<file path="src/verilog/sphl_pkg.sv">
package sphl_pkg;
	// Register byte offsets
	localparam logic [7:0] REG_CTRL = 8'h00;
	localparam logic [7:0] REG_LOOP = 8'h04;
	localparam logic [7:0] REG_ERR = 8'h08;
	localparam logic [7:0] REG_STATUS = 8'h0C;
	// CTRL field positions
	localparam int CTRL_CTS_POS = 0;
	localparam int CTRL_DLY_POS = 2;
	localparam int CTRL_ROLE_POS = 4;
	localparam int CTRL_RXINV_POS = 5;
	// LOOP field positions
	localparam int LOOP_NEAR_POS = 0;
	localparam int LOOP_FMT_POS = 2;
	localparam int LOOP_CMD_POS = 4;
	localparam int LOOP_DET_POS = 7;
	localparam int LOOP_GO_POS = 9;
	// Reset values
	localparam logic [31:0] CTRL_RESET = 32'h0000_0000;
	localparam logic [31:0] LOOP_RESET = 32'h0000_0100;
	localparam logic [31:0] ERR_RESET = 32'h0000_0000;
	// Timing
	localparam int CLK_HZ = 10_000_000;
	localparam int MS_CYCLES = CLK_HZ / 1000;
	localparam int CTS_DLY0_MS = 0;
	localparam int CTS_DLY1_MS = 30;
	localparam int CTS_DLY2_MS = 60;
	localparam int CTS_DLY3_MS = 100;
	localparam int DET_TIMEOUT_MIN = 10;
	localparam int DET_TIMEOUT_MS = DET_TIMEOUT_MIN * 60 * 1000;
	localparam int CODE_LEN = 8;
	localparam int PERF_DIV = CLK_HZ / 8000;
	// Codes: byte patterns sent in-band
	localparam logic [7:0] CODE_DDS_OCU = 8'h2A;
	localparam logic [7:0] CODE_DDS_DSU = 8'h2C;
	localparam logic [7:0] CODE_DDS_CSU = 8'h28;
	localparam logic [7:0] CODE_DDS_DS0 = 8'h3E;
	localparam logic [7:0] CODE_DDS_OFF = 8'h24;
	localparam logic [7:0] CODE_V54_UP = 8'hC7;
	localparam logic [7:0] CODE_V54_DN = 8'h39;
	localparam logic [7:0] CODE_FT1_UP = 8'h10;
	localparam logic [7:0] CODE_FT1_DN = 8'h12;
	localparam logic [7:0] CODE_PERF_UP = 8'hF0;
	localparam logic [7:0] CODE_PERF_DN = 8'h0F;
	typedef enum logic [1:0] {CTS_PERM, CTS_RLOCAL, CTS_IGNORE, CTS_LOCAL} sphl_cts_t;
	typedef enum logic [1:0] {NEAR_OFF, NEAR_DTE, NEAR_NET} sphl_near_t;
	typedef enum logic [1:0] {FMT_DDS, FMT_V54, FMT_FT1, FMT_PERF} sphl_fmt_t;
	typedef enum logic [2:0] {CMD_OFF, CMD_ON, CMD_OCU, CMD_DSU, CMD_CSU, CMD_DS0} sphl_cmd_t;
	typedef enum logic [1:0] {DET_OFF, DET_ON, DET_TIMED} sphl_det_t;
endpackage : sphl_pkg

</file>
<file path="src/verilog/sphl_port.sv">
// Contract
// - Permanent mode holds CTS high always
// - Remote-local: RTS drives CTS and remote RLSD
// - Ignore mode holds CTS low always
// - Local mode: CTS follows local RTS
// - Local mode delays CTS 0/30/60/100 ms
// - DTE role disables CTS options; defaults perm
// - DTE loopback returns send data, still sends to far
// - Network loopback returns network data to far
// - Network loopback drops DSR
// - DDS code inserted in every slot byte
// - V.54 and FT1 code formats supported
// - Performance mode carries 8 kbps channel
// - Non-DDS formats send loop-up or loop-down
// - DDS requests OCU/DSU/CSU/DS0 or release
// - One port runs code sequences at once
// - DTE role offers near network loopback; far loop only suppresses its code
// - Detect only enabled, matching-format codes
// - Detect enable never blocks local loopbacks
// - Non-DDS detected loopback holds until release code; in DDS the release code sets it
// - Timed detect releases after ten minutes
// - Error rate over threshold raises alarm
// - Receive clock optionally inverted, default normal
`timescale 1ns/1ps
module sphl_port
	import sphl_pkg::*;
#(
	parameter int MS_CNT = MS_CYCLES,
	parameter int TIMEOUT_MS = DET_TIMEOUT_MS
) (
	// Clock and reset
	input wire logic core_clk,
	input wire logic rst,
	// AXI4-Lite slave
	input wire logic [7:0] s_axi_awaddr,
	input wire logic s_axi_awvalid,
	output logic s_axi_awready,
	input wire logic [31:0] s_axi_wdata,
	input wire logic [3:0] s_axi_wstrb,
	input wire logic s_axi_wvalid,
	output logic s_axi_wready,
	output logic [1:0] s_axi_bresp,
	output logic s_axi_bvalid,
	input wire logic s_axi_bready,
	input wire logic [7:0] s_axi_araddr,
	input wire logic s_axi_arvalid,
	output logic s_axi_arready,
	output logic [31:0] s_axi_rdata,
	output logic [1:0] s_axi_rresp,
	output logic s_axi_rvalid,
	input wire logic s_axi_rready,
	// DTE leads
	input wire logic dteRts,
	input wire logic dteSendData,
	input wire logic portClk,
	output logic dteCts,
	output logic dteDsr,
	output logic dteRecvData,
	output logic dteRecvClk,
	// Network side
	input wire logic netRxData,
	input wire logic netRemoteRts,
	input wire logic [7:0] netRxCode,
	input wire logic netRxCodeValid,
	input wire logic errBit,
	output logic netTxData,
	output logic netRlsd,
	output logic [7:0] netTxCode,
	output logic netTxCodeValid,
	output logic perfTick,
	// Card-level arbitration between ports
	input wire logic seqGrant,
	output logic seqRequest,
	// Status
	output logic excessErrAlarm,
	output logic remoteLoopActive
);
	logic [31:0] ctrl_q, loop_q, err_q;
	logic awHave_q, wHave_q;
	logic [7:0] awAddr_q;
	logic [31:0] wData_q;
	logic [3:0] wStrb_q;
	logic rtsS, sdS, clkS, rxS, rrtsS;
	logic ctsL_q, clkPrev_q;
	logic [15:0] msCnt_q;
	logic msTick;
	logic [7:0] dlyMs_q;
	logic [7:0] dlyTarget;
	logic [31:0] toMs_q;
	logic remLoop_q;
	logic [3:0] sendCnt_q;
	logic [31:0] bitCnt_q, errCnt_q;
	logic [15:0] perfCnt_q;
	sphl_cts_t ctsMode;
	sphl_near_t nearSel;
	sphl_fmt_t fmt;
	sphl_cmd_t cmd;
	sphl_det_t det;
	logic dteRole, rxInv, nearDte, nearNet, farLoop;

	sphl_sync #(.W(5)) u_sync (
		.core_clk(core_clk),
		.rst(rst),
		.asyncIn({dteRts, dteSendData, portClk, netRxData, netRemoteRts}),
		.syncOut({rtsS, sdS, clkS, rxS, rrtsS})
	);

	assign ctsMode = sphl_cts_t'(ctrl_q[CTRL_CTS_POS +: 2]);
	assign dteRole = ctrl_q[CTRL_ROLE_POS];
	assign rxInv = ctrl_q[CTRL_RXINV_POS];
	assign nearSel = sphl_near_t'(loop_q[LOOP_NEAR_POS +: 2]);
	assign fmt = sphl_fmt_t'(loop_q[LOOP_FMT_POS +: 2]);
	assign cmd = sphl_cmd_t'(loop_q[LOOP_CMD_POS +: 3]);
	assign det = sphl_det_t'(loop_q[LOOP_DET_POS +: 2]);

	function automatic logic [7:0] codeFor(input sphl_fmt_t f, input sphl_cmd_t c);
		case (f)
			FMT_DDS:
				case (c)
					CMD_OCU: codeFor = CODE_DDS_OCU;
					CMD_DSU: codeFor = CODE_DDS_DSU;
					CMD_CSU: codeFor = CODE_DDS_CSU;
					CMD_DS0: codeFor = CODE_DDS_DS0;
					default: codeFor = CODE_DDS_OFF;
				endcase
			FMT_V54: codeFor = (c == CMD_ON) ? CODE_V54_UP : CODE_V54_DN;
			FMT_FT1: codeFor = (c == CMD_ON) ? CODE_FT1_UP : CODE_FT1_DN;
			default: codeFor = (c == CMD_ON) ? CODE_PERF_UP : CODE_PERF_DN;
		endcase
	endfunction : codeFor

	// AXI write: address and data taken in either order
	assign s_axi_awready = !awHave_q && !s_axi_bvalid;
	assign s_axi_wready = !wHave_q && !s_axi_bvalid;
	assign s_axi_arready = !s_axi_rvalid;

	always_ff @(posedge core_clk or posedge rst)
	begin
		if (rst)
		begin
			awHave_q <= 1'b0;
			wHave_q <= 1'b0;
			awAddr_q <= 8'h00;
			wData_q <= 32'h0000_0000;
			wStrb_q <= 4'h0;
			s_axi_bvalid <= 1'b0;
			s_axi_bresp <= 2'h0;
		end
		else
		begin
			if (s_axi_awvalid && s_axi_awready)
			begin
				awHave_q <= 1'b1;
				awAddr_q <= s_axi_awaddr;
			end
			if (s_axi_wvalid && s_axi_wready)
			begin
				wHave_q <= 1'b1;
				wData_q <= s_axi_wdata;
				wStrb_q <= s_axi_wstrb;
			end
			if (awHave_q && wHave_q)
			begin
				awHave_q <= 1'b0;
				wHave_q <= 1'b0;
				s_axi_bvalid <= 1'b1;
				s_axi_bresp <= (awAddr_q == REG_CTRL || awAddr_q == REG_LOOP || awAddr_q == REG_ERR) ? 2'h0 : 2'h2;
			end
			else if (s_axi_bvalid && s_axi_bready)
				s_axi_bvalid <= 1'b0;
		end
	end

	function automatic logic [31:0] merge(input logic [31:0] old, input logic [31:0] nw, input logic [3:0] st);
		for (int i = 0; i < 4; i++)
			merge[i*8 +: 8] = st[i] ? nw[i*8 +: 8] : old[i*8 +: 8];
	endfunction : merge

	// Register file; go bit self-clears when sequence is sent
	always_ff @(posedge core_clk or posedge rst)
	begin
		if (rst)
		begin
			ctrl_q <= CTRL_RESET;
			loop_q <= LOOP_RESET;
			err_q <= ERR_RESET;
		end
		else
		begin
			if (awHave_q && wHave_q && awAddr_q == REG_CTRL)
				ctrl_q <= merge(ctrl_q, wData_q, wStrb_q);
			if (awHave_q && wHave_q && awAddr_q == REG_LOOP)
				loop_q <= merge(loop_q, wData_q, wStrb_q);
			else if (netTxCodeValid && sendCnt_q == 4'h0)
				loop_q[LOOP_GO_POS] <= 1'b0;
			if (awHave_q && wHave_q && awAddr_q == REG_ERR)
				err_q <= merge(err_q, wData_q, wStrb_q);
		end
	end

	always_ff @(posedge core_clk or posedge rst)
	begin
		if (rst)
		begin
			s_axi_rvalid <= 1'b0;
			s_axi_rdata <= 32'h0000_0000;
			s_axi_rresp <= 2'h0;
		end
		else if (s_axi_arvalid && s_axi_arready)
		begin
			s_axi_rvalid <= 1'b1;
			s_axi_rresp <= 2'h0;
			case (s_axi_araddr)
				REG_CTRL: s_axi_rdata <= ctrl_q;
				REG_LOOP: s_axi_rdata <= loop_q;
				REG_ERR: s_axi_rdata <= err_q;
				REG_STATUS: s_axi_rdata <= {28'h0, seqRequest, remLoop_q, excessErrAlarm, dteCts};
				default:
				begin
					s_axi_rdata <= 32'h0000_0000;
					s_axi_rresp <= 2'h2;
				end
			endcase
		end
		else if (s_axi_rvalid && s_axi_rready)
			s_axi_rvalid <= 1'b0;
	end

	// Millisecond enable
	assign msTick = (msCnt_q == 16'(MS_CNT - 1));
	always_ff @(posedge core_clk or posedge rst)
	begin
		if (rst)
			msCnt_q <= 16'h0000;
		else
			msCnt_q <= msTick ? 16'h0000 : msCnt_q + 16'h0001;
	end

	always_comb
	begin
		case (ctrl_q[CTRL_DLY_POS +: 2])
			2'h0: dlyTarget = 8'(CTS_DLY0_MS);
			2'h1: dlyTarget = 8'(CTS_DLY1_MS);
			2'h2: dlyTarget = 8'(CTS_DLY2_MS);
			default: dlyTarget = 8'(CTS_DLY3_MS);
		endcase
	end

	// Delayed follower: RTS must hold for the delay before CTS moves
	always_ff @(posedge core_clk or posedge rst)
	begin
		if (rst)
		begin
			ctsL_q <= 1'b0;
			dlyMs_q <= 8'h00;
		end
		else if (rtsS == ctsL_q)
			dlyMs_q <= 8'h00;
		else if (dlyMs_q >= dlyTarget)
		begin
			ctsL_q <= rtsS;
			dlyMs_q <= 8'h00;
		end
		else if (msTick)
			dlyMs_q <= dlyMs_q + 8'h01;
	end

	always_comb
	begin
		if (dteRole)
			dteCts = 1'b1;
		else
			case (ctsMode)
				CTS_PERM: dteCts = 1'b1;
				CTS_RLOCAL: dteCts = rtsS;
				CTS_IGNORE: dteCts = 1'b0;
				CTS_LOCAL: dteCts = ctsL_q;
				default: dteCts = 1'b1;
			endcase
	end
	assign netRlsd = (!dteRole && ctsMode == CTS_RLOCAL) ? rtsS : 1'b1;

	// Loopback data paths; local loops never gated by detect enable
	assign nearDte = (nearSel == NEAR_DTE);
	assign nearNet = (nearSel == NEAR_NET) || remLoop_q;
	assign farLoop = dteRole && loop_q[LOOP_GO_POS] && cmd == CMD_ON;

	always_ff @(posedge core_clk or posedge rst)
	begin
		if (rst)
		begin
			dteRecvData <= 1'b1;
			netTxData <= 1'b1;
			dteDsr <= 1'b0;
			clkPrev_q <= 1'b0;
			dteRecvClk <= 1'b0;
		end
		else
		begin
			dteRecvData <= nearDte ? sdS : rxS;
			netTxData <= nearNet ? rxS : sdS;
			dteDsr <= !nearNet;
			clkPrev_q <= clkS;
			dteRecvClk <= clkS ^ rxInv;
		end
	end

	// Code generation, one port at a time via card grant
	assign seqRequest = loop_q[LOOP_GO_POS] && !farLoop;
	always_ff @(posedge core_clk or posedge rst)
	begin
		if (rst)
		begin
			sendCnt_q <= 4'h0;
			netTxCodeValid <= 1'b0;
			netTxCode <= 8'h00;
		end
		else if (seqRequest && seqGrant && clkS && !clkPrev_q)
		begin
			netTxCode <= codeFor(fmt, cmd);
			netTxCodeValid <= 1'b1;
			sendCnt_q <= (sendCnt_q == 4'(CODE_LEN - 1)) ? 4'h0 : sendCnt_q + 4'h1;
		end
		else
			netTxCodeValid <= 1'b0;
	end

	// Performance channel pulse at 8 kHz
	always_ff @(posedge core_clk or posedge rst)
	begin
		if (rst)
		begin
			perfCnt_q <= 16'h0000;
			perfTick <= 1'b0;
		end
		else
		begin
			perfTick <= (fmt == FMT_PERF) && (perfCnt_q == 16'(PERF_DIV - 1));
			perfCnt_q <= (perfCnt_q == 16'(PERF_DIV - 1)) ? 16'h0000 : perfCnt_q + 16'h0001;
		end
	end

	// Remote loop detection and timeout
	always_ff @(posedge core_clk or posedge rst)
	begin
		if (rst)
		begin
			remLoop_q <= 1'b0;
			toMs_q <= 32'h0;
		end
		else
		begin
			if (det != DET_OFF && netRxCodeValid)
			begin
				if (netRxCode == codeFor(fmt, CMD_ON) || (fmt == FMT_DDS && netRxCode == codeFor(fmt, CMD_DS0)))
				begin
					remLoop_q <= 1'b1;
					toMs_q <= 32'h0;
				end
				else if (netRxCode == codeFor(fmt, CMD_OFF))
					remLoop_q <= 1'b0;
			end
			else if (remLoop_q && det == DET_TIMED && msTick)
			begin
				if (toMs_q >= 32'(TIMEOUT_MS - 1))
					remLoop_q <= 1'b0;
				else
					toMs_q <= toMs_q + 32'h1;
			end
		end
	end
	assign remoteLoopActive = remLoop_q;

	// Error rate: nonzero err_q[3:0] enables; window of err_q[31:4] + 1 bits
	always_ff @(posedge core_clk or posedge rst)
	begin
		if (rst)
		begin
			bitCnt_q <= 32'h0;
			errCnt_q <= 32'h0;
			excessErrAlarm <= 1'b0;
		end
		else if (err_q[3:0] == 4'h0)
			excessErrAlarm <= 1'b0;
		else if (clkS && !clkPrev_q)
		begin
			if (bitCnt_q >= err_q[31:4])
			begin
				excessErrAlarm <= (errCnt_q + {31'h0, errBit}) > 32'h1;
				bitCnt_q <= 32'h0;
				errCnt_q <= 32'h0;
			end
			else
			begin
				bitCnt_q <= bitCnt_q + 32'h1;
				errCnt_q <= errCnt_q + {31'h0, errBit};
			end
		end
	end

	AST_PERM_CTS: assert property (@(posedge core_clk) disable iff (rst)
		(!dteRole && ctsMode == CTS_PERM) |-> dteCts) else $error("cts not high in perm");
	AST_IGN_CTS: assert property (@(posedge core_clk) disable iff (rst)
		(!dteRole && ctsMode == CTS_IGNORE) |-> !dteCts) else $error("cts not low in ignore");
	AST_RLOCAL: assert property (@(posedge core_clk) disable iff (rst)
		(!dteRole && ctsMode == CTS_RLOCAL) |-> (dteCts == netRlsd)) else $error("rlsd differs");
	AST_NET_DSR: assert property (@(posedge core_clk) disable iff (rst)
		(nearSel == NEAR_NET) |=> !dteDsr) else $error("dsr kept in net loop");
	AST_DTE_LOOP: assert property (@(posedge core_clk) disable iff (rst)
		(nearSel == NEAR_DTE) |=> (dteRecvData == $past(sdS))) else $error("dte loop data");
	AST_DET_OFF: assert property (@(posedge core_clk) disable iff (rst)
		(det == DET_OFF && !remLoop_q) |=> !remLoop_q) else $error("loop set while off");
	AST_LOCAL_HOLD: assert property (@(posedge core_clk) disable iff (rst)
		(!dteRole && ctsMode == CTS_LOCAL && ctsL_q != rtsS && dlyTarget != 8'h00 && dlyMs_q < dlyTarget)
		|=> $stable(ctsL_q)) else $error("cts moved early");
	AST_GRANT: assert property (@(posedge core_clk) disable iff (rst)
		netTxCodeValid |-> $past(seqGrant)) else $error("code sent without grant");
endmodule : sphl_port

</file>
<file path="src/verilog/sphl_sync.sv">
`timescale 1ns/1ps
module sphl_sync #(
	parameter int W = 1
) (
	// Clock and reset
	input wire logic core_clk,
	input wire logic rst,
	// Levels
	input wire logic [W-1:0] asyncIn,
	output logic [W-1:0] syncOut
);
	logic [W-1:0] meta_q;

	always_ff @(posedge core_clk or posedge rst)
	begin
		if (rst)
		begin
			meta_q <= '0;
			syncOut <= '0;
		end
		else
		begin
			meta_q <= asyncIn;
			syncOut <= meta_q;
		end
	end
endmodule : sphl_sync

</file>
<file path="config.mk">
export PLATFORM = sky130hd
export DESIGN_NAME = sphl_port
export DESIGN_NICKNAME = d
export VERILOG_FILES = /design/src/verilog/sphl_pkg.sv /design/src/verilog/sphl_port.sv /design/src/verilog/sphl_sync.sv
export SDC_FILE = /design/constraint.sdc
export NUM_CORES = 1
export LEC_CHECK = 0
export BUFFER_PORTS_ARGS = -buffer_cell sky130_fd_sc_hd__buf_2
export CORE_ASPECT_RATIO = 0.6
export CORE_UTILIZATION = 67
export CTS_BUF_LIST = sky130_fd_sc_hd__clkbuf_4 sky130_fd_sc_hd__clkbuf_8
export DETAILED_ROUTE_END_ITERATION = 8
export GPL_TIMING_DRIVEN = 0
export PLACE_DENSITY = 0.88
export SYNTH_ARGS = -nofsm -noshare
export SYNTH_HDL_FRONTEND = slang
export SYNTH_HIERARCHICAL = 1
export SYNTH_SLANG_ARGS = --single-unit
</file>
<file path="constraint.sdc">
create_clock -name core_clk -period 24.6 [get_ports core_clk]
set_clock_uncertainty 0.05 [all_clocks]
set_input_delay 2.46 -clock core_clk [delete_from_list [all_inputs] [get_ports core_clk]]
set_output_delay 2.46 -clock core_clk [all_outputs]
set_load 0.1 [all_outputs]
</file>
==> results of run 1 <==
==> final cells by class <==
class / count / area share (%)
buffer: 69 / 1.480
clock buffer: 80 / 5.099
clock inverter: 10 / 0.3290
inverter: 74 / 1.500
multi-input combinational: 1101 / 40.56
sequential: 343 / 45.16
tap: 322 / 2.119
timing repair buffer: 133 / 3.751
==> per-stage QoR <==
step	hold slack (ns)	worst slack, ns
after CTS	0.3004	19.71
after global placement	0.2824	9.476
after global routing	0.3257	19.47
final	0.2988	19.63
after detailed placement	0.2847	19.16
after floorplan	0.2812	12.81
==> state kept, by name, indices dropped and copies added, names as in the netlist, 4 cells and up <==
register        count
wStrb_q             4
msCnt_q            16
dlyMs_q             8
netTxCode           7
loop_q             32
bitCnt_q           32
err_q              32
errCnt_q           32
u_sync/meta_q       4
u_sync/syncOut      4
sendCnt_q           4
perfCnt_q          16
toMs_q             32
wData_q            32
ctrl_q             32
awAddr_q            8
s_axi_rdata        32
==> path summary, 6_finish.rpt <==
| check | start | endpoint | slack, ns | depth (start not counted) |
|---|---|---|---|---|
| worst max-delay path | errBit | excessErrAlarm$_DFFE_PP0P_ | 19.63 | 11 |
| worst min-delay path | u_sync/meta_q[4]$_DFF_PP0_ | u_sync/syncOut[4]$_DFF_PP0_ | 0.30 | 0 |
| worst max register to register | bitCnt_q[21]$_DFFE_PP0P_ | errCnt_q[8]$_DFFE_PP0P_ | 21.16 | 9 |
| worst min register to register | u_sync/meta_q[4]$_DFF_PP0_ | u_sync/syncOut[4]$_DFF_PP0_ | 0.30 | 0 |
| max in group asynchronous | rst | bitCnt_q[0]$_DFFE_PP0P_ | 21.03 | 4 |
| min in group asynchronous | rst | u_sync/meta_q[4]$_DFF_PP0_ | 1.84 | 2 |
==> layer usage <==
layer	vias up	wire length (um)
met5	-	0
met4	0	1094
met3	93	4067
met2	624	18440
met1	6615	18830
li1	6014	-
==> power breakdown <==
part | leakage [uW] | switching [uW] | internal (uW)
Clock | 0.000559 | 222 | 251
Combinational | 0.00387 | 250 | 129
Sequential | 0.00457 | 73.8 | 637
==> run_results.csv, run 1 <==
group,metric,value,unit
worst_setup_path,critPathMaxStageDelay,0.54,ns
routing,ant_nets,0,
synth,netlist_area,16850,um^2
synth,syn_avg_cell_area,10.62,um^2
clock_tree,ctsHoldBuffers,0,
timing,period_minus_slack,4.971,ns
timing,rsz0062_at_grt,"false",
worst_setup_path,critical_path_class,"primary input to flip-flop",
worst_setup_path,critical_path_required,24.96,ns
timing,worst_pin_slew,1.115,ns
run,drv_cap,0,
final_layout,fillers,1524,
clock_tree,cts_resized,0,
global_routing,grt.total_usage,33.82,%
power,power_leakage,0.008996,uW
timing,finalHoldViolCount,0,
timing,setup_viol,0,
floorplan,dieArea,25810,um^2
floorplan,initial_core_util,68.93,%
worst_setup_path,cp_max_fo,6,
global_routing,grt_pass1_vias,13080,
timing,fmax,0.2012,GHz
global_routing,gr-total-overflow,0,
placed_design,port_buffers,130,
global_routing,grt_pass1_wl,68.34,mm
final_layout,n_antenna_cell,0,
placed_design,dpl_cell_area,17970,um^2
floorplan,io_pins,135,
clock_tree,clockBufferDepth,3,
hold_path,hold_path_class,"flip-flop to flip-flop",
global_routing,grt_util_met1,51.22,%
power,powerDensity,82.18,nW/um^2
final_layout,mostFrequentLayoutCell,"dfrtp_1",
timing,maxSlewHeadroom,25.01,%
timing,slew_viol_final,0,
floorplan,rows,44,
routing,first_iter_violations,1230,
global_routing,use_met2,48.26,%
final_layout,nNetsFinal,1899,
synth,synth_cells,1586,
clock_tree,cts_tree,"yes",
timing,post-route-period-util,20.21,%
run_status,status,"finished, violations left",
synth,synth_warnings,6,
final_layout,stdcell_count,2132,
worst_setup_path,cp_slowest_cell,"nor4_1",
routing,vias_per_cell,6.260,
power,power,1563,uW
clock_tree,cts_made_buffers,48,
worst_setup_path,cp_num_buf_inv,2,
clock_tree,htree_levels,2,
worst_setup_path,crit_arrival,5.33,ns
placed_design,place_congestion,0.9284,
clock_tree,clock_latency,0.60,ns
floorplan,die_y,124.8,um
global_routing,grt.busiest_layer,"met1",
routing,drc,3,
routing,firstDrtPassIters,7,
final_layout,layout_common_cells,"340 x dfrtp_1, 152 x nand2_1, 138 x buf_2, 138 x mux2_2, 119 x nor2_1",
placed_design,post-place-cells,2041,
global_routing,use_met3,8.320,%
clock_tree,cts_sinks,343,
routing,wire_per_inst,19.90,um
routing,wl,42.43,mm
final_layout,multi_input_area,7714,um^2
placed_design,hpwl,30.12,mm
clock_tree,root_buffer,"clkbuf_8",
timing,setup_tns,0,ns
clock_tree,clk_pin_slew,0.07,ns
worst_setup_path,end_kind,"flip-flop",
routing,via_count,13346,
worst_setup_path,path_cells,"buf_2 -> ha_1 -> ha_1 -> nand3_4 -> or4_1 -> buf_2 -> or3_1 -> o31ai_1 -> nand4_1 -> nor4_1 -> a311oi_1",
power,vdd_drop_max,0.08608,mV
floorplan,design.core.area,24440,um^2
final_layout,fin_util,77.79,%
final_layout,area_growth,12.85,%
worst_setup_path,cp-start-kind,"primary input",
floorplan,die_w,206.7,um
global_routing,grt_start_max_net_pins,130,
final_layout,register_area,8587,um^2
run_status,violations,"design-rule violations",
final_layout,final_area,19020,um^2
global_routing,antenna_found_initial,0,
final_layout,drive_gt1_share,21.60,%
clock_tree,postCtsSetupBuffers,0,
worst_setup_path,critPathTopFamily,"simple AND/OR/NAND/NOR gates",
Note: power is estimated with default switching activity, not from simulation.
==> run 2: changes to the inputs <==
--- a/config.mk
+++ b/config.mk
@@ -7,11 +7,11 @@
 export LEC_CHECK = 0
 export BUFFER_PORTS_ARGS = -buffer_cell sky130_fd_sc_hd__buf_2
 export CORE_ASPECT_RATIO = 0.6
-export CORE_UTILIZATION = 67
+export CORE_UTILIZATION = 56
 export CTS_BUF_LIST = sky130_fd_sc_hd__clkbuf_4 sky130_fd_sc_hd__clkbuf_8
 export DETAILED_ROUTE_END_ITERATION = 8
 export GPL_TIMING_DRIVEN = 0
-export PLACE_DENSITY = 0.88
+export PLACE_DENSITY = 0.78
 export SYNTH_ARGS = -nofsm -noshare
 export SYNTH_HDL_FRONTEND = slang
 export SYNTH_HIERARCHICAL = 1
==> constraint.sdc (replaced) <==
create_clock -name core_clk -period 4.1 [get_ports core_clk]
set_clock_uncertainty 0.05 [all_clocks]
set_input_delay 0.41 -clock core_clk [delete_from_list [all_inputs] [get_ports core_clk]]
set_output_delay 0.41 -clock core_clk [all_outputs]
set_load 0.1 [all_outputs]
==> run_results.csv, run 2 (same netlist as run 1, synthesis figures left out) <==
group,metric,value,unit
timing,holdWs,0.02820,ns
floorplan,initial_core_util,57.73,%
placed_design,hpwl,30.95,mm
worst_setup_path,critPathMaxStageDelay,0.75,ns
run,drv_cap,0,
routing,ant_nets,0,
floorplan,die_y,136.4,um
global_routing,grt_pass1_vias,13222,
routing,via_count,13476,
final_layout,stdcell_count,2255,
worst_setup_path,cp-start-kind,"flip-flop",
final_layout,mostFrequentLayoutCell,"dfrtp_1",
placed_design,post-place-cells,2125,
final_layout,n_antenna_cell,0,
global_routing,grt_start_max_net_pins,44,
clock_tree,clockBufferDepth,3,
final_layout,layout_common_cells,"340 x dfrtp_1, 152 x nand2_1, 138 x buf_2, 138 x mux2_2, 119 x nor2_1",
clock_tree,cts_sinks,343,
timing,rsz0062_at_grt,"false",
worst_setup_path,r2r_slack,0.58,ns
timing,slew_viol_final,0,
clock_tree,root_buffer,"clkbuf_8",
placed_design,port_buffers,130,
global_routing,antenna_found_initial,1,
clock_tree,cts_tree,"yes",
timing,setup_tns,0,ns
timing,finalHoldViolCount,0,
floorplan,io_pins,135,
final_layout,fin_util,67.53,%
final_layout,area_growth,16.98,%
worst_setup_path,path_cells,"inv_1 -> ha_1 -> a21o_1 -> a21oi_1 -> o211ai_1 -> o21ai_0 -> a21oi_1 -> nor2_1 -> clkbuf_1 -> a22o_2",
timing,period_minus_slack,3.517,ns
clock_tree,htree_levels,2,
routing,drc,0,
hold_path,hold_path_class,"primary input to flip-flop",
routing,firstDrtPassIters,5,
power,vdd_drop_max,0.5070,mV
routing,wl,44.24,mm
clock_tree,ctsHoldBuffers,44,
floorplan,design.core.area,29190,um^2
worst_setup_path,crit_arrival,4.01,ns
worst_setup_path,cp_num_buf_inv,2,
timing,post-route-period-util,85.78,%
global_routing,grt_pass1_wl,70.66,mm
placed_design,place_congestion,0.9244,
worst_setup_path,critical_path_class,"flip-flop to flip-flop",
routing,first_iter_violations,1149,
floorplan,rows,48,
timing,maxSlewHeadroom,32.73,%
timing,setup_viol,0,
worst_setup_path,cp_slowest_cell,"nor2_1",
floorplan,die_w,225.9,um
power,power_leakage,0.009241,uW
floorplan,dieArea,30810,um^2
clock_tree,clock_latency,0.63,ns
routing,vias_per_cell,5.976,
routing,wire_per_inst,19.62,um
final_layout,nNetsFinal,1948,
run_status,status,"finished, final reports clean",
global_routing,gr-total-overflow,0,
worst_setup_path,critical_path_required,4.59,ns
timing,fmax,0.2843,GHz
worst_setup_path,cp_max_fo,10,
power,power,9581,uW
worst_setup_path,critPathTopFamily,"compound AO/OA/AOI/OAI gates",
worst_setup_path,end_kind,"flip-flop",
clock_tree,cts_resized,0,
global_routing,grt.total_usage,29.56,%
final_layout,drive_gt1_share,21.13,%
worst_setup_path,crit_top_cell,"a21oi_1",
timing,worst_pin_slew,0.9999,ns
clock_tree,postCtsSetupBuffers,0,
clock_tree,cts_made_buffers,48,
power,powerDensity,486.1,nW/um^2
clock_tree,clk_pin_slew,0.07,ns
## run 2: worst paths after layout
path / startpoint / endpoint / depth (start not counted)
worst max-delay path: err_q[14]$_DFFE_PP0P_ / errCnt_q[8]$_DFFE_PP0P_ / 10
worst min-delay path: s_axi_wdata[13] / wData_q[13]$_DFFE_PP0P_ / 2
worst max register to register: err_q[14]$_DFFE_PP0P_ / errCnt_q[8]$_DFFE_PP0P_ / 10
worst min register to register: u_sync/meta_q[1]$_DFF_PP0_ / u_sync/syncOut[1]$_DFF_PP0_ / 0
max in group asynchronous: rst / loop_q[8]$_DFFE_PP1P_ / 8
min in group asynchronous: rst / u_sync/syncOut[4]$_DFF_PP0_ / 3
## run 2: area by class of cell
cell class,instances,area (um^2)
fill,2219,9478
tap,400,500.5
multi-input combinational,1101,7714
clock inverter,9,110.1
timing repair buffer,182,1251
buffer,69,281.5
sequential,343,8587
inverter,74,281.5
clock buffer,77,984.7
## run 2: metrics by stage
stage	instance area (um^2)	worst slack, ns
floorplan	16860	-0.8342
global placement	18010	-2.773
detailed placement	18170	0.7367
CTS	19700	0.6463
global route	19710	0.3641
finish	19710	0.5829
## run 2: where the power goes
part           internal, uW  switching, uW  leakage (uW)
registers              3820            413       0.00457
logic                   812           1510       0.00409
clock network          1650           1370      0.000582
## run 2: metal layers
metal  up-vias  track usage, %  routed length, um
met5         -          0.8065                  0
met1      6725           43.86              20670
li1       6124               -                  -
met3        82           5.403               3260
met4         0           9.221                929
met2       545           43.93              19380
